[config.mk]
export PLATFORM = sky130hd
export DESIGN_NAME = fault_history_stack
export DESIGN_NICKNAME = d
export VERILOG_FILES = /design/src/design/fault_code_map.v /design/src/design/fault_entry_slot.v /design/src/design/fault_history_stack.v
export VERILOG_INCLUDE_DIRS = /design/src /design/src/design
export SDC_FILE = /design/constraint.sdc
export NUM_CORES = 1
export LEC_CHECK = 0
export BUFFER_PORTS_ARGS = -buffer_cell sky130_fd_sc_hd__clkbuf_2
export CAP_MARGIN = 20
export CORE_UTILIZATION = 50
export DETAILED_ROUTE_END_ITERATION = 7
export HOLD_SLACK_MARGIN = 0.05
export PLACE_DENSITY_LB_ADDON = 0.08
export RECOVER_POWER = 100
export REMOVE_ABC_BUFFERS = 1
export SYNTH_ARGS = -nofsm -noshare
export SYNTH_HDL_FRONTEND = slang
export SYNTH_SLANG_ARGS = --single-unit
[constraint.sdc]
create_clock -name core_clk_i -period 2.9 [get_ports core_clk_i]
set_input_delay 0.29 -clock core_clk_i [delete_from_list [all_inputs] [get_ports core_clk_i]]
set_output_delay 0.29 -clock core_clk_i [all_outputs]
set_load 0.01 [all_outputs]
[src/design/fault_history_defines.vh]
// Sub-index map, field layout, reset values, summary bits and fault code table of the fault history stack.
`ifndef FAULT_HISTORY_DEFINES_VH
`define FAULT_HISTORY_DEFINES_VH

// Sub-index positions of the history object.
`define SUB_COUNT          8'h00
`define SUB_SLOT_FIRST     8'h01
`define SUB_SLOT_LAST      8'h08

// Depth of the history and saturation value of the count.
`define HISTORY_DEPTH      8
`define COUNT_MAX          8'h08

// Reset values.
`define COUNT_RESET        8'h00
`define SLOT_RESET         32'h0000_0000
`define SUMMARY_RESET      8'h00

// Entry field positions.
`define CAUSE_MSB          31
`define CAUSE_LSB          24
`define CATEGORY_MSB       23
`define CATEGORY_LSB       16
`define CODE_MSB           15
`define CODE_LSB           0

// Error summary bit positions; the spare bit always reads zero.
`define SUM_OVERALL_BIT    0
`define SUM_AMPERAGE_BIT   1
`define SUM_SUPPLY_BIT     2
`define SUM_TEMP_BIT       3
`define SUM_LINK_BIT       4
`define SUM_DRIVE_BIT      5
`define SUM_SPARE_BIT      6
`define SUM_VENDOR_BIT     7

// Abort answer for a read of an entry while the history is empty.
`define ABORT_EMPTY        32'h0800_0024

// Standard fault codes.
`define CODE_GENERAL       16'h1000
`define CODE_OUT_CURRENT   16'h2300
`define CODE_IN_VOLTAGE    16'h3100
`define CODE_CTRL_TEMP     16'h4200
`define CODE_WATCHDOG      16'h6010
`define CODE_SOFTWARE      16'h6100
`define CODE_RATED_UNSET   16'h6320
`define CODE_BLOCKED       16'h7121
`define CODE_SENSOR        16'h7305
`define CODE_NV_STORE      16'h7600
`define CODE_BUS_MONITOR   16'h8000
`define CODE_GUARDING      16'h8130
`define CODE_PDO_SLOW      16'h8200
`define CODE_PDO_LENGTH    16'h8210
`define CODE_PDO_LONG      16'h8220
`define CODE_FOLLOWING     16'h8611
`define CODE_LIMIT         16'h8612
`define CODE_BUS_STATE     16'h9000

`endif

[src/design/fault_code_map.v]
// Maps a fault cause index to its standard 16-bit fault code.
`timescale 1ns/1ps
`default_nettype none
`include "fault_history_defines.vh"

module fault_code_map (
  // Cause in, code out
  input  wire [7:0]  cause_i,
  output reg  [15:0] code_o
);

  always @* begin
    case (cause_i)
      8'h00:                      code_o = `CODE_WATCHDOG;
      8'h01, 8'h03:               code_o = `CODE_IN_VOLTAGE;
      8'h02, 8'h18, 8'h1A:        code_o = `CODE_OUT_CURRENT;
      8'h04, 8'h1B:               code_o = `CODE_BUS_MONITOR;
      8'h06:                      code_o = `CODE_GUARDING;
      8'h07, 8'h08, 8'h09, 8'h12: code_o = `CODE_SENSOR;
      8'h0A, 8'h0B:               code_o = `CODE_LIMIT;
      8'h0C:                      code_o = `CODE_CTRL_TEMP;
      8'h0D:                      code_o = `CODE_FOLLOWING;
      8'h0E, 8'h10, 8'h15:        code_o = `CODE_NV_STORE;
      8'h0F:                      code_o = `CODE_BLOCKED;
      8'h11:                      code_o = `CODE_PDO_SLOW;
      8'h13:                      code_o = `CODE_PDO_LENGTH;
      8'h14:                      code_o = `CODE_PDO_LONG;
      8'h16:                      code_o = `CODE_RATED_UNSET;
      8'h19:                      code_o = `CODE_SOFTWARE;
      8'h1C:                      code_o = `CODE_BUS_STATE;
      default:                    code_o = `CODE_GENERAL;
    endcase
  end

endmodule // fault_code_map
`default_nettype wire

[src/design/fault_entry_slot.v]
// One storage position of the fault history stack.
`timescale 1ns/1ps
`default_nettype none
`include "fault_history_defines.vh"

module fault_entry_slot #(
  parameter WIDTH = 32
) (
  // Clock and reset
  input  wire             core_clk_i,
  input  wire             srst_i,
  // Control; a shift beats a clear in the same cycle
  input  wire             shift_i,
  input  wire             clear_i,
  input  wire [WIDTH-1:0] d_i,
  // Stored entry
  output reg  [WIDTH-1:0] q_o
);

  always @(posedge core_clk_i) begin
    if (srst_i) begin
      q_o <= `SLOT_RESET;
    end else if (shift_i) begin
      q_o <= d_i;
    end else if (clear_i) begin
      q_o <= `SLOT_RESET;
    end
  end

endmodule // fault_entry_slot
`default_nettype wire

[src/design/fault_history_stack.v]
// Fault history stack: newest-first fault entries, fault count and error summary byte.
`timescale 1ns/1ps
`default_nettype none
`include "fault_history_defines.vh"

// Operation
// - Hold up to eight 32-bit entries.
// - New fault entry goes into slot one.
// - Older entries shift deeper; deepest is dropped.
// - Fault count readable at sub-index zero.
// - Empty history refuses entry reads, abort 08000024.
// - Writing zero to count restarts counting.
// - Entry packs cause, category and code.
// - Power and supervision cause indices.
// - Fieldbus related cause indices.
// - Motor and sensor cause indices.
// - Motion limit cause indices.
// - Housekeeping cause indices.
// - Category byte copies the error summary.
// - Summary bits follow their fault conditions.
// - Fault code field uses standard codes.
module fault_history_stack #(
  parameter        DEPTH             = `HISTORY_DEPTH,
  // Abort answers not fixed by the history object itself; values are arbitrary.
  parameter [31:0] ABORT_READ_ONLY   = 32'h0000_0001,
  parameter [31:0] ABORT_BAD_VALUE   = 32'h0000_0002,
  parameter [31:0] ABORT_NO_SUBINDEX = 32'h0000_0003
) (
  // Clock and reset
  input  wire        core_clk_i,
  input  wire        srst_i,

  // Fault event from the detection logic
  input  wire        fault_evt_i,
  input  wire [7:0]  fault_cause_i,

  // Fault condition levels feeding the error summary
  input  wire        overall_fault_flag_i,
  input  wire        amperage_fault_flag_i,
  input  wire        supply_level_fault_flag_i,
  input  wire        temperature_fault_flag_i,
  input  wire        link_fault_flag_i,
  input  wire        drive_behavior_fault_flag_i,
  input  wire        vendor_fault_flag_i,

  // Object dictionary access from the fieldbus side
  input  wire        od_req_i,
  input  wire        od_wr_i,
  input  wire [7:0]  od_sub_i,
  input  wire [31:0] od_wdata_i,

  // Object dictionary answer
  output wire        od_ack_o,
  output wire        od_abort_o,
  output wire [31:0] od_abort_code_o,
  output wire [31:0] od_rdata_o,

  // Live state
  output wire [7:0]  fault_history_count_o,
  output wire [7:0]  error_summary_o
);

  // Answer state machine, one-hot.
  localparam [1:0] ST_IDLE   = 2'b01;
  localparam [1:0] ST_ANSWER = 2'b10;

  reg  [1:0]        state_ff;
  reg  [1:0]        nxt_state;

  reg  [7:0]        count_ff;
  reg  [7:0]        nxt_count;
  reg  [7:0]        summary_ff;
  reg  [7:0]        nxt_summary;

  reg               ack_ff;
  reg               nxt_ack;
  reg               abort_ff;
  reg               nxt_abort;
  reg  [31:0]       abort_code_ff;
  reg  [31:0]       nxt_abort_code;
  reg  [31:0]       rdata_ff;
  reg  [31:0]       nxt_rdata;

  reg               history_clear;
  reg  [31:0]       read_entry;
  reg               req_refused;
  reg  [31:0]       req_refuse_code;
  reg  [31:0]       req_data;

  wire [15:0]       mapped_code;
  wire [31:0]       new_entry;
  wire [32*DEPTH-1:0] slot_q;
  wire [32*DEPTH-1:0] slot_d;
  wire              is_count_sub;
  wire              is_slot_sub;
  wire [7:0]        slot_index;
  wire [DEPTH-1:0]  slot_shift;
  wire              history_empty;
  wire              history_full;

  integer           k;

  // ---------------------------------------------------------------------
  // Error summary byte.
  // ---------------------------------------------------------------------

  always @* begin
    nxt_summary                    = `SUMMARY_RESET;
    nxt_summary[`SUM_OVERALL_BIT]  = overall_fault_flag_i;
    nxt_summary[`SUM_AMPERAGE_BIT] = amperage_fault_flag_i;
    nxt_summary[`SUM_SUPPLY_BIT]   = supply_level_fault_flag_i;
    nxt_summary[`SUM_TEMP_BIT]     = temperature_fault_flag_i;
    nxt_summary[`SUM_LINK_BIT]     = link_fault_flag_i;
    nxt_summary[`SUM_DRIVE_BIT]    = drive_behavior_fault_flag_i;
    nxt_summary[`SUM_SPARE_BIT]    = 1'b0;
    nxt_summary[`SUM_VENDOR_BIT]   = vendor_fault_flag_i;
  end

  // Bits carry no memory: once a condition goes away its bit drops with it.
  always @(posedge core_clk_i) begin
    if (srst_i) begin
      summary_ff <= `SUMMARY_RESET;
    end else begin
      summary_ff <= nxt_summary;
    end
  end

  // ---------------------------------------------------------------------
  // New entry assembly.
  // ---------------------------------------------------------------------

  fault_code_map u_code_map (
    .cause_i (fault_cause_i),
    .code_o  (mapped_code)
  );

  // The category uses the summary as it stands with this fault's own flag,
  // so a fault that raises its flag in the same cycle is classed correctly.
  // entry field packing
  assign new_entry = {fault_cause_i, nxt_summary, mapped_code};

  // ---------------------------------------------------------------------
  // History storage.
  // ---------------------------------------------------------------------

  assign slot_d[31:0] = new_entry;

  assign slot_d[32*DEPTH-1:32] = slot_q[32*(DEPTH-1)-1:0];

  genvar g;

  // A fault in the clearing cycle survives in slot one; deeper slots empty.
  // per-slot shift enables
  generate
    for (g = 0; g < DEPTH; g = g + 1) begin : gen_shift
      if (g == 0) begin : gen_top
        assign slot_shift[g] = fault_evt_i;
      end else begin : gen_deep
        assign slot_shift[g] = fault_evt_i && !history_clear;
      end
    end
  endgenerate

  generate
    for (g = 0; g < DEPTH; g = g + 1) begin : gen_slot
      fault_entry_slot #(
        .WIDTH (32)
      ) u_slot (
        .core_clk_i (core_clk_i),
        .srst_i     (srst_i),
        .shift_i    (slot_shift[g]),
        .clear_i    (history_clear),
        .d_i        (slot_d[32*g+31:32*g]),
        .q_o        (slot_q[32*g+31:32*g])
      );
    end
  endgenerate

  // ---------------------------------------------------------------------
  // Request decode.
  // ---------------------------------------------------------------------

  assign is_count_sub = (od_sub_i == `SUB_COUNT);
  assign is_slot_sub  = (od_sub_i >= `SUB_SLOT_FIRST) &&
                        (od_sub_i <= `SUB_SLOT_LAST);
  assign slot_index   = od_sub_i - `SUB_SLOT_FIRST;

  always @* begin
    history_clear = od_req_i && od_wr_i && is_count_sub &&
                    (od_wdata_i == 32'h0000_0000);
  end

  always @* begin
    read_entry = `SLOT_RESET;
    for (k = 0; k < DEPTH; k = k + 1) begin
      if (slot_index == k[7:0]) begin
        read_entry = slot_q[32*k +: 32];
      end
    end
  end

  // ---------------------------------------------------------------------
  // Fault count.
  // ---------------------------------------------------------------------

  // Empty and full views of the count; the answer path uses the empty view
  // to refuse entry reads, the count path the full view to saturate.
  assign history_empty = (count_ff == `COUNT_RESET);
  assign history_full  = (count_ff >= `COUNT_MAX);

  // A fault arriving with the clearing write is counted, not lost.
  // count saturates at eight
  always @* begin
    nxt_count = count_ff;
    if (history_clear) begin
      nxt_count = fault_evt_i ? 8'h01 : `COUNT_RESET;
    end else if (fault_evt_i && !history_full) begin
      nxt_count = count_ff + 8'h01;
    end
  end

  always @(posedge core_clk_i) begin
    if (srst_i) begin
      count_ff <= `COUNT_RESET;
    end else begin
      count_ff <= nxt_count;
    end
  end

  // ---------------------------------------------------------------------
  // Answer path.
  // ---------------------------------------------------------------------

  // Classification of the request on the bus this cycle. Refused requests
  // leave the history untouched; only the zero write to the count acts.
  always @* begin
    req_refused     = 1'b0;
    req_refuse_code = 32'h0000_0000;
    req_data        = 32'h0000_0000;
    if (od_wr_i) begin
      if (is_count_sub) begin
        if (od_wdata_i != 32'h0000_0000) begin
          req_refused     = 1'b1;
          req_refuse_code = ABORT_BAD_VALUE;
        end
      end else if (is_slot_sub) begin
        req_refused     = 1'b1;
        req_refuse_code = ABORT_READ_ONLY;
      end else begin
        req_refused     = 1'b1;
        req_refuse_code = ABORT_NO_SUBINDEX;
      end
    end else begin
      if (is_count_sub) begin
        req_data = {24'h00_0000, count_ff};
      end else if (is_slot_sub) begin
        if (history_empty) begin
          req_refused     = 1'b1;
          req_refuse_code = `ABORT_EMPTY;
        end else begin
          req_data = read_entry;
        end
      end else begin
        req_refused     = 1'b1;
        req_refuse_code = ABORT_NO_SUBINDEX;
      end
    end
  end

  // Each request is answered exactly one cycle later, back to back if need
  // be. Data and abort fields hold their last value between answers.
  always @* begin
    nxt_state      = state_ff;
    nxt_ack        = 1'b0;
    nxt_abort      = abort_ff;
    nxt_abort_code = abort_code_ff;
    nxt_rdata      = rdata_ff;
    case (state_ff)
      ST_IDLE: begin
        if (od_req_i) begin
          nxt_state      = ST_ANSWER;
          nxt_ack        = 1'b1;
          nxt_abort      = req_refused;
          nxt_abort_code = req_refuse_code;
          nxt_rdata      = req_data;
        end
      end
      ST_ANSWER: begin
        if (od_req_i) begin
          nxt_ack        = 1'b1;
          nxt_abort      = req_refused;
          nxt_abort_code = req_refuse_code;
          nxt_rdata      = req_data;
        end else begin
          nxt_state = ST_IDLE;
        end
      end
      default: begin
        nxt_state = ST_IDLE;
      end
    endcase
  end

  always @(posedge core_clk_i) begin
    if (srst_i) begin
      state_ff      <= ST_IDLE;
      ack_ff        <= 1'b0;
      abort_ff      <= 1'b0;
      abort_code_ff <= 32'h0000_0000;
      rdata_ff      <= 32'h0000_0000;
    end else begin
      state_ff      <= nxt_state;
      ack_ff        <= nxt_ack;
      abort_ff      <= nxt_abort;
      abort_code_ff <= nxt_abort_code;
      rdata_ff      <= nxt_rdata;
    end
  end

  // ---------------------------------------------------------------------
  // Outputs, all straight from flip-flops.
  // ---------------------------------------------------------------------

  assign od_ack_o              = ack_ff;
  assign od_abort_o            = abort_ff;
  assign od_abort_code_o       = abort_code_ff;
  assign od_rdata_o            = rdata_ff;
  assign fault_history_count_o = count_ff;
  assign error_summary_o       = summary_ff;

endmodule // fault_history_stack
`default_nettype wire

* After elaboration in Yosys (flattened, before gate mapping) *
Memories as Yosys holds them, arrays and structs flattened.
Cells that the tools add are included.

operators by class
  add/sub/neg operators = 2
  multiply operators = 0
  divide/modulo/power cells = 0
  $lt $le $gt $ge = 3
  eq/ne operators = 11
  shift operators = 0
  mux-type cells = 43
  bitwise logic cells = 1
  reductions and logical operators = 21

operators with widths
  kind                                                 number
  2-to-1 mux 32 bit                                    26
  equality test 8 x 3 -> 1 bit, second input constant  4
  logical NOT 32 bit                                   1
  nonzero test 32 bit                                  1
  2-to-1 mux 28 bit                                    1
  logical NOT 8 bit                                    3
  equality test 8 x 2 -> 1 bit, second input constant  2
  2-to-1 mux 16 bit                                    1
  2-to-1 mux 8 bit                                     2
  adder 8 x 1 -> 8 bit, second input constant          1
  equality test 8 x 1 -> 1 bit, second input constant  1
  >= comparator 8 x 1 -> 1 bit, second input constant  1
  >= comparator 8 x 4 -> 1 bit, second input constant  1
  <= comparator 8 x 4 -> 1 bit, second input constant  1
  2-to-1 mux 1 bit                                     8
  2-to-1 mux 2 bit                                     4
  subtractor 8 x 1 -> 8 bit, second input constant     1
  logical AND 1 bit                                    6
  nonzero test 2 bit                                   3
  inequality test 2 bit, second input constant         2
  case mux 2 bit (2 select lines)                      1
  AND reduction 2 bit                                  2
  OR reduction 2 bit                                   2
  logical NOT 3 bit                                    1
  4 further kinds                                      5

word-level totals
  register bits = 339
  bits in latches = 0
  bits in writable memories = 0
  ROM bits = 384
  input port bits = 60
  output and inout port bits = 82
  logic and storage cells = 98
  memories kept = 1

memories
  memory            depth  width  rd ports  clocked after Yosys merged registers in  write ports  RTL line             RTL
  (name not given)  32     12     1         0                                        0            fault_code_map.v:13  case (cause_i)

* Logic depth before layout (Yosys ltp) *
  depth in word-level cells = 14
  gate-level depth with buffers = 9

* By module *
A second synthesis with hierarchy kept.

second synthesis, totals
  cells, all modules = 1854
  area total of the unflattened synthesis = 17216.5 um^2

modules (own cells, without submodules)
  module               instances  cells each  area each (um^2)
  fault_entry_slot     8          144         1488.9
  fault_history_stack  1          614         4615.7
  fault_code_map       1          88          689.4

* Least setup slack after synthesis *
OpenSTA, ideal clock, no wires.

  path type = in2reg
  from = in od_sub_i[4]
  to = reg rdata_ff[14], in the netlist od_rdata_o[14]
  arrival time = 2.161 ns
  required time = 2.840 ns
  path slack = 0.679 ns
  stages on the path = 8
  buffers on the path = 3
  cells stage by stage = or4_1 -> buf_2 -> a311o_1 -> or4_1 -> buf_2 -> buf_6 -> a211oi_2 -> a221o_1

between the ends
  longest elaborated chain between the ends = 14

ends and longest elaborated chain
  element                                     RTL line                   RTL
  from (decl)                                 fault_history_stack.v:49   input wire [7:0] od_sub_i,
  subtractor 8 x 1 -> 8 bit (no source line)  --
  logical NOT 8 bit                           fault_history_stack.v:196  if (slot_index == k[7:0]) begin
  2-to-1 mux 32 bit (8 in series)             fault_history_stack.v:196
  2-to-1 mux 32 bit                           fault_history_stack.v:257  if (history_empty) begin
  2-to-1 mux 32 bit                           fault_history_stack.v:256  end else if (is_slot_sub) begin
  2-to-1 mux 32 bit (*)                       fault_history_stack.v:254  if (is_count_sub) begin
  2-to-1 mux 32 bit (*)                       fault_history_stack.v:240  if (od_wr_i) begin
  to (signal assigned)                        fault_history_stack.v:316  rdata_ff <= nxt_rdata;
  to (decl)                                   fault_history_stack.v:81   reg [31:0] rdata_ff;

Mark *: on every way between the ends. The rest lies on a longest branch, timed or not.
A chain may end at the register's enable or synchronous reset.

* Final worst setup path *
  from = reg state_ff[0]
  to = reg rdata_ff[9], in the netlist od_rdata_o[9]

between the ends
  longest elaborated chain between the ends = 3

ends and longest elaborated chain
  element                                                                     RTL line                   RTL
  from (decl)                                                                 fault_history_stack.v:67   reg [1:0] state_ff;
  from (signal assigned)                                                      fault_history_stack.v:312  state_ff <= nxt_state;
  equality test 2 bit / equality test 2 x 1 -> 1 bit (equally long branches)  fault_history_stack.v:278  case (state_ff)
  OR reduction 2 bit (no source line) (*)                                     --
  AND reduction 2 bit (no source line) (*)                                    --

Marks and branches as above.

==> impl_results.md <==
- Synth cell types: 54
- Worst endpoint data arrival time: 3.01 ns
- RR Startpoint: state_ff[0]$_SDFFE_PP1P_
- Endpoint kind of the worst setup timing path: flop
- Depth of the worst hold-timing path: 3
- Final total negative setup slack: 0 ns
- Startpoint of the worst hold path: od_wr_i
- IO Port Bufs: 111
- Vias: 9530
- Result of the run: finished, final reports clean
- Vias in the first global route: 8758
- Insertion delay of the later-clocked pin in the worst-skew pair: 0.54 ns
- Final critical-path required period: 2.53 ns
- Register cell area after layout: 5370 µm²
- Switch share: 24.3%
- Synthesized instance count: 1296
- Count of final max-slew check failures: 0
- Hold WC Path Type: primary input to flop
- Post-CTS repair timing setup buffer count: 0
- DRC violation total after the first TritonRoute iteration: 622
- Antenna violations before repair: 0
- Crit-path max FO: 14
- Count of max-cap constraint violations: 0
- Peak VDD IR: 0.000410 V
- Pre-CTS setup slack: 0.306 ns
- Resized Gates After CTS: 0
- TritonCTS clock tree: yes
- Depth of the worst register-to-register path: 8
- EDFF count, synth: 0
- Fill cell total of the finished layout: 2221
- Number of buffers added by the clock tree synthesis step: 29
- Total Die Area: 25000 µm²
- Most used cells in the layout excluding fill and tap cells: 268 x sky130_fd_sc_hd__dfxtp_1, 216 x sky130_fd_sc_hd__nor2_1, 201 x sky130_fd_sc_hd__mux2i_1
- Power dissipated by switching net loads: 1920 µW
- Area added between synthesis and finish: 13.4%
- Routed length per instance: 17.7 µm
- Setup repair after global routing missed its margin: false
- Internal Pwr Total: 5990 µW
- Setup slack on the worst flop-to-flop path: 0.37 ns
- Most common cell after layout, fill and taps aside: sky130_fd_sc_hd__dfxtp_1
- Setup CP Type: flop to flop
- Crit path setup slack, layout: 0.373 ns
- Floorplan Core Area: 23700 µm²
- Average cell area after synthesis: 9.39 µm²
- Area of the multi-input gates: 6130 µm²
- Ant diodes: 0
- Post-placement cell count: 1662
- Total leakage power: 0.00576 µW
- Count of antenna-violating nets left after detailed routing: 0
- Sequential share of the synthesized area: 44.1%
- Relative contribution of combinational cells to total power: 8.2%
- Total power per unit cell area: 573 nW/µm²
- Buffer type at the clock tree root: sky130_fd_sc_hd__clkbuf_16
- Crit path required time: 3.38 ns
- Fin cells: 1722
- Die W: 158 µm
- Clock input transition at the sequential cells of the worst setup and hold paths: 0.06 ns
- Synth Register Bits: 268
- Startpoint type of the worst setup path: flop
- Endpoints failing hold: 0
- Final routed DRC violation total: 0
- Total track usage: 24.2%
- Number of sinks driven by the clock tree: 268
- Half-perimeter wire length of the detailed placement result: 19.5 mm
- Clock buffer depth: 3
- Max Fclk: 396 MHz
- Share of layout cells above drive strength 1: 12.6%
- Worst slew margin relative to its limit: 25.8%
- Pin slew with the least headroom to its limit: 1.11 ns
- Final cycle utilization of the critical path: 87.1%
- Effective utilization at floorplan: 51.4%
- Weighted congestion at the end of routability-driven global placement: 0.838
- Via-to-Cell Ratio: 5.53
- Final wirelength: 30.5 mm
- Terminating pin of the worst hold path: od_abort_o$_SDFFE_PP0P_
- Most common flop cell mapped by yosys: sky130_fd_sc_hd__dfxtp_1
- Clock Power Share: 44.2%
- Critical R2R Capture: od_rdata_o[9]$_SDFFE_PP0P_
- Number of top-level pins: 142
- Area of the mapped netlist: 12200 µm²
- Site row count: 56
- Final setup vio count: 0
- Share of flip-flops with an asynchronous set or reset: 0%
- Detailed-router iteration count before antenna repair: 5
- Nets: 1459
- GRT Residual Overflow: 0
- Yosys warning count: 0
- Global-route wire length before repair: 47.7 mm
- Vertical extent of the die: 158 µm
- Worst clock skew: 0.00967 ns
- Maximum number of pins on one net before global-route repair: 126
- H-tree Lvls: 1
- Reg power frac: 47.6%
## registers in the layout (all words and copies together) (netlist names)
name,flops
fault_history_count_o,8
od_abort_code_o,3
od_abort_o,1
od_rdata_o,30
od_ack_o,1
gen_slot.u_slot.q_o,216
state_ff,2
error_summary_o,7
## through the flow
stage | total power [µW] | instance area [µm²] | utilization (%) | hold slack [ns]
after global routing | 8190 | 13800 | 58.3 | 0.0922
after global placement | 4500 | 13000 | 54.9 | 0.449
after CTS | 7990 | 14000 | 59.1 | 0.0576
after floorplan | 4150 | 11600 | - | 0.359
final | 7910 | 13800 | 58.3 | 0.0840
after detailed placement | 4500 | 13000 | 54.9 | 0.454
## cell families (layout without fill, tap and decap cells)
kind of cell / count (synthesis) / count (layout) / share of synthesized area [%]
other: 1 / 30 / 0.0308
flip-flops: 268 / 268 / 44.1
adder cells (fa/ha/maj): 15 / 15 / 1.54
multiplexers: 238 / 238 / 20.2
AO/OA/AOI/OAI: 258 / 258 / 14.8
AND/OR/NAND/NOR: 355 / 355 / 13.2
buffers and inverters: 160 / 238 / 6.04
XOR/XNOR: 1 / 1 / 0.0720
## how the worst max path moves through the flow
stage,start,endpoint,slack (ns)
global route,od_sub_i[2],gen_slot[0].u_slot.q_o[12]$_SDFFE_PP0P_,0.26
finish,state_ff[0]$_SDFFE_PP1P_,od_rdata_o[9]$_SDFFE_PP0P_,0.37
global placement,od_sub_i[1],od_rdata_o[15]$_SDFFE_PP0P_,0.39
CTS,state_ff[0]$_SDFFE_PP1P_,od_rdata_o[9]$_SDFFE_PP0P_,0.49
floorplan,od_sub_i[4],gen_slot[0].u_slot.q_o[10]$_SDFFE_PP0P_,-1.01
detailed placement,od_sub_i[1],od_rdata_o[27]$_SDFFE_PP0P_,0.31
## metal layers
layer | part of all wire [%] | up-vias | track usage [%] | wire [µm]
met5 | 0 | - | 0 | 0
met4 | 2.0 | 0 | 6.23 | 616
met3 | 4.1 | 47 | 3.31 | 1250
met2 | 46 | 212 | 39.5 | 14000
met1 | 48 | 4546 | 33.6 | 14600
li1 | - | 4725 | - | -
## cell usage after synthesis, types with 15 or more instances
cell                         n  area [µm²]
sky130_fd_sc_hd__o21ai_0    83         415
sky130_fd_sc_hd__a221o_1    29         290
sky130_fd_sc_hd__nand3b_1   18         135
sky130_fd_sc_hd__buf_4      32         240
sky130_fd_sc_hd__nor2_1    217         815
sky130_fd_sc_hd__mux2_2     34         383
sky130_fd_sc_hd__clkbuf_1   86         323
sky130_fd_sc_hd__a22oi_1    16         120
sky130_fd_sc_hd__a22o_1     20         175
sky130_fd_sc_hd__nand2_1    41         154
sky130_fd_sc_hd__dfxtp_1   268        5370
sky130_fd_sc_hd__a21oi_1    44         220
sky130_fd_sc_hd__nor2b_1    17         106
sky130_fd_sc_hd__mux2i_1   201        2010
sky130_fd_sc_hd__inv_1      26        97.6
sky130_fd_sc_hd__ha_1       15         188
## critical path, stage by stage, from the launching register on
cell and delay, ns:
sky130_fd_sc_hd__dfxtp_1 0.36, sky130_fd_sc_hd__inv_1 0.05, sky130_fd_sc_hd__ha_1 0.31, sky130_fd_sc_hd__nor3b_1 0.31
sky130_fd_sc_hd__nand4_1 0.19, sky130_fd_sc_hd__or4_1 0.49, sky130_fd_sc_hd__clkbuf_2 0.32, sky130_fd_sc_hd__a211oi_1 0.28
sky130_fd_sc_hd__a221o_1 0.14
## power by group through the flow
stage | combinational, µW | clock (µW) | sequential (µW)
after floorplan | 309 | 0 | 3840
after global placement | 654 | 0 | 3840
after detailed placement | 656 | 0 | 3840
after CTS | 669 | 3560 | 3760
after global routing | 712 | 3710 | 3770
final | 651 | 3490 | 3760
## layout make-up
type,count,area share (%)
well taps,319,2.89
inverters,26,0.707
clock buffers,38,5.79
clock inverters,12,0.680
multi-input cells,897,44.5
flip-flops and latches,268,38.9
repair buffers,162,6.60
## repair_timing
action / 4_1_cts / 5_1_grt
hold buffers: 10 / 0
setup endpoints to repair: 0 / 0
hold endpoints to repair: 17 / 0
Note: power is estimated with default switching activity, not from simulation.
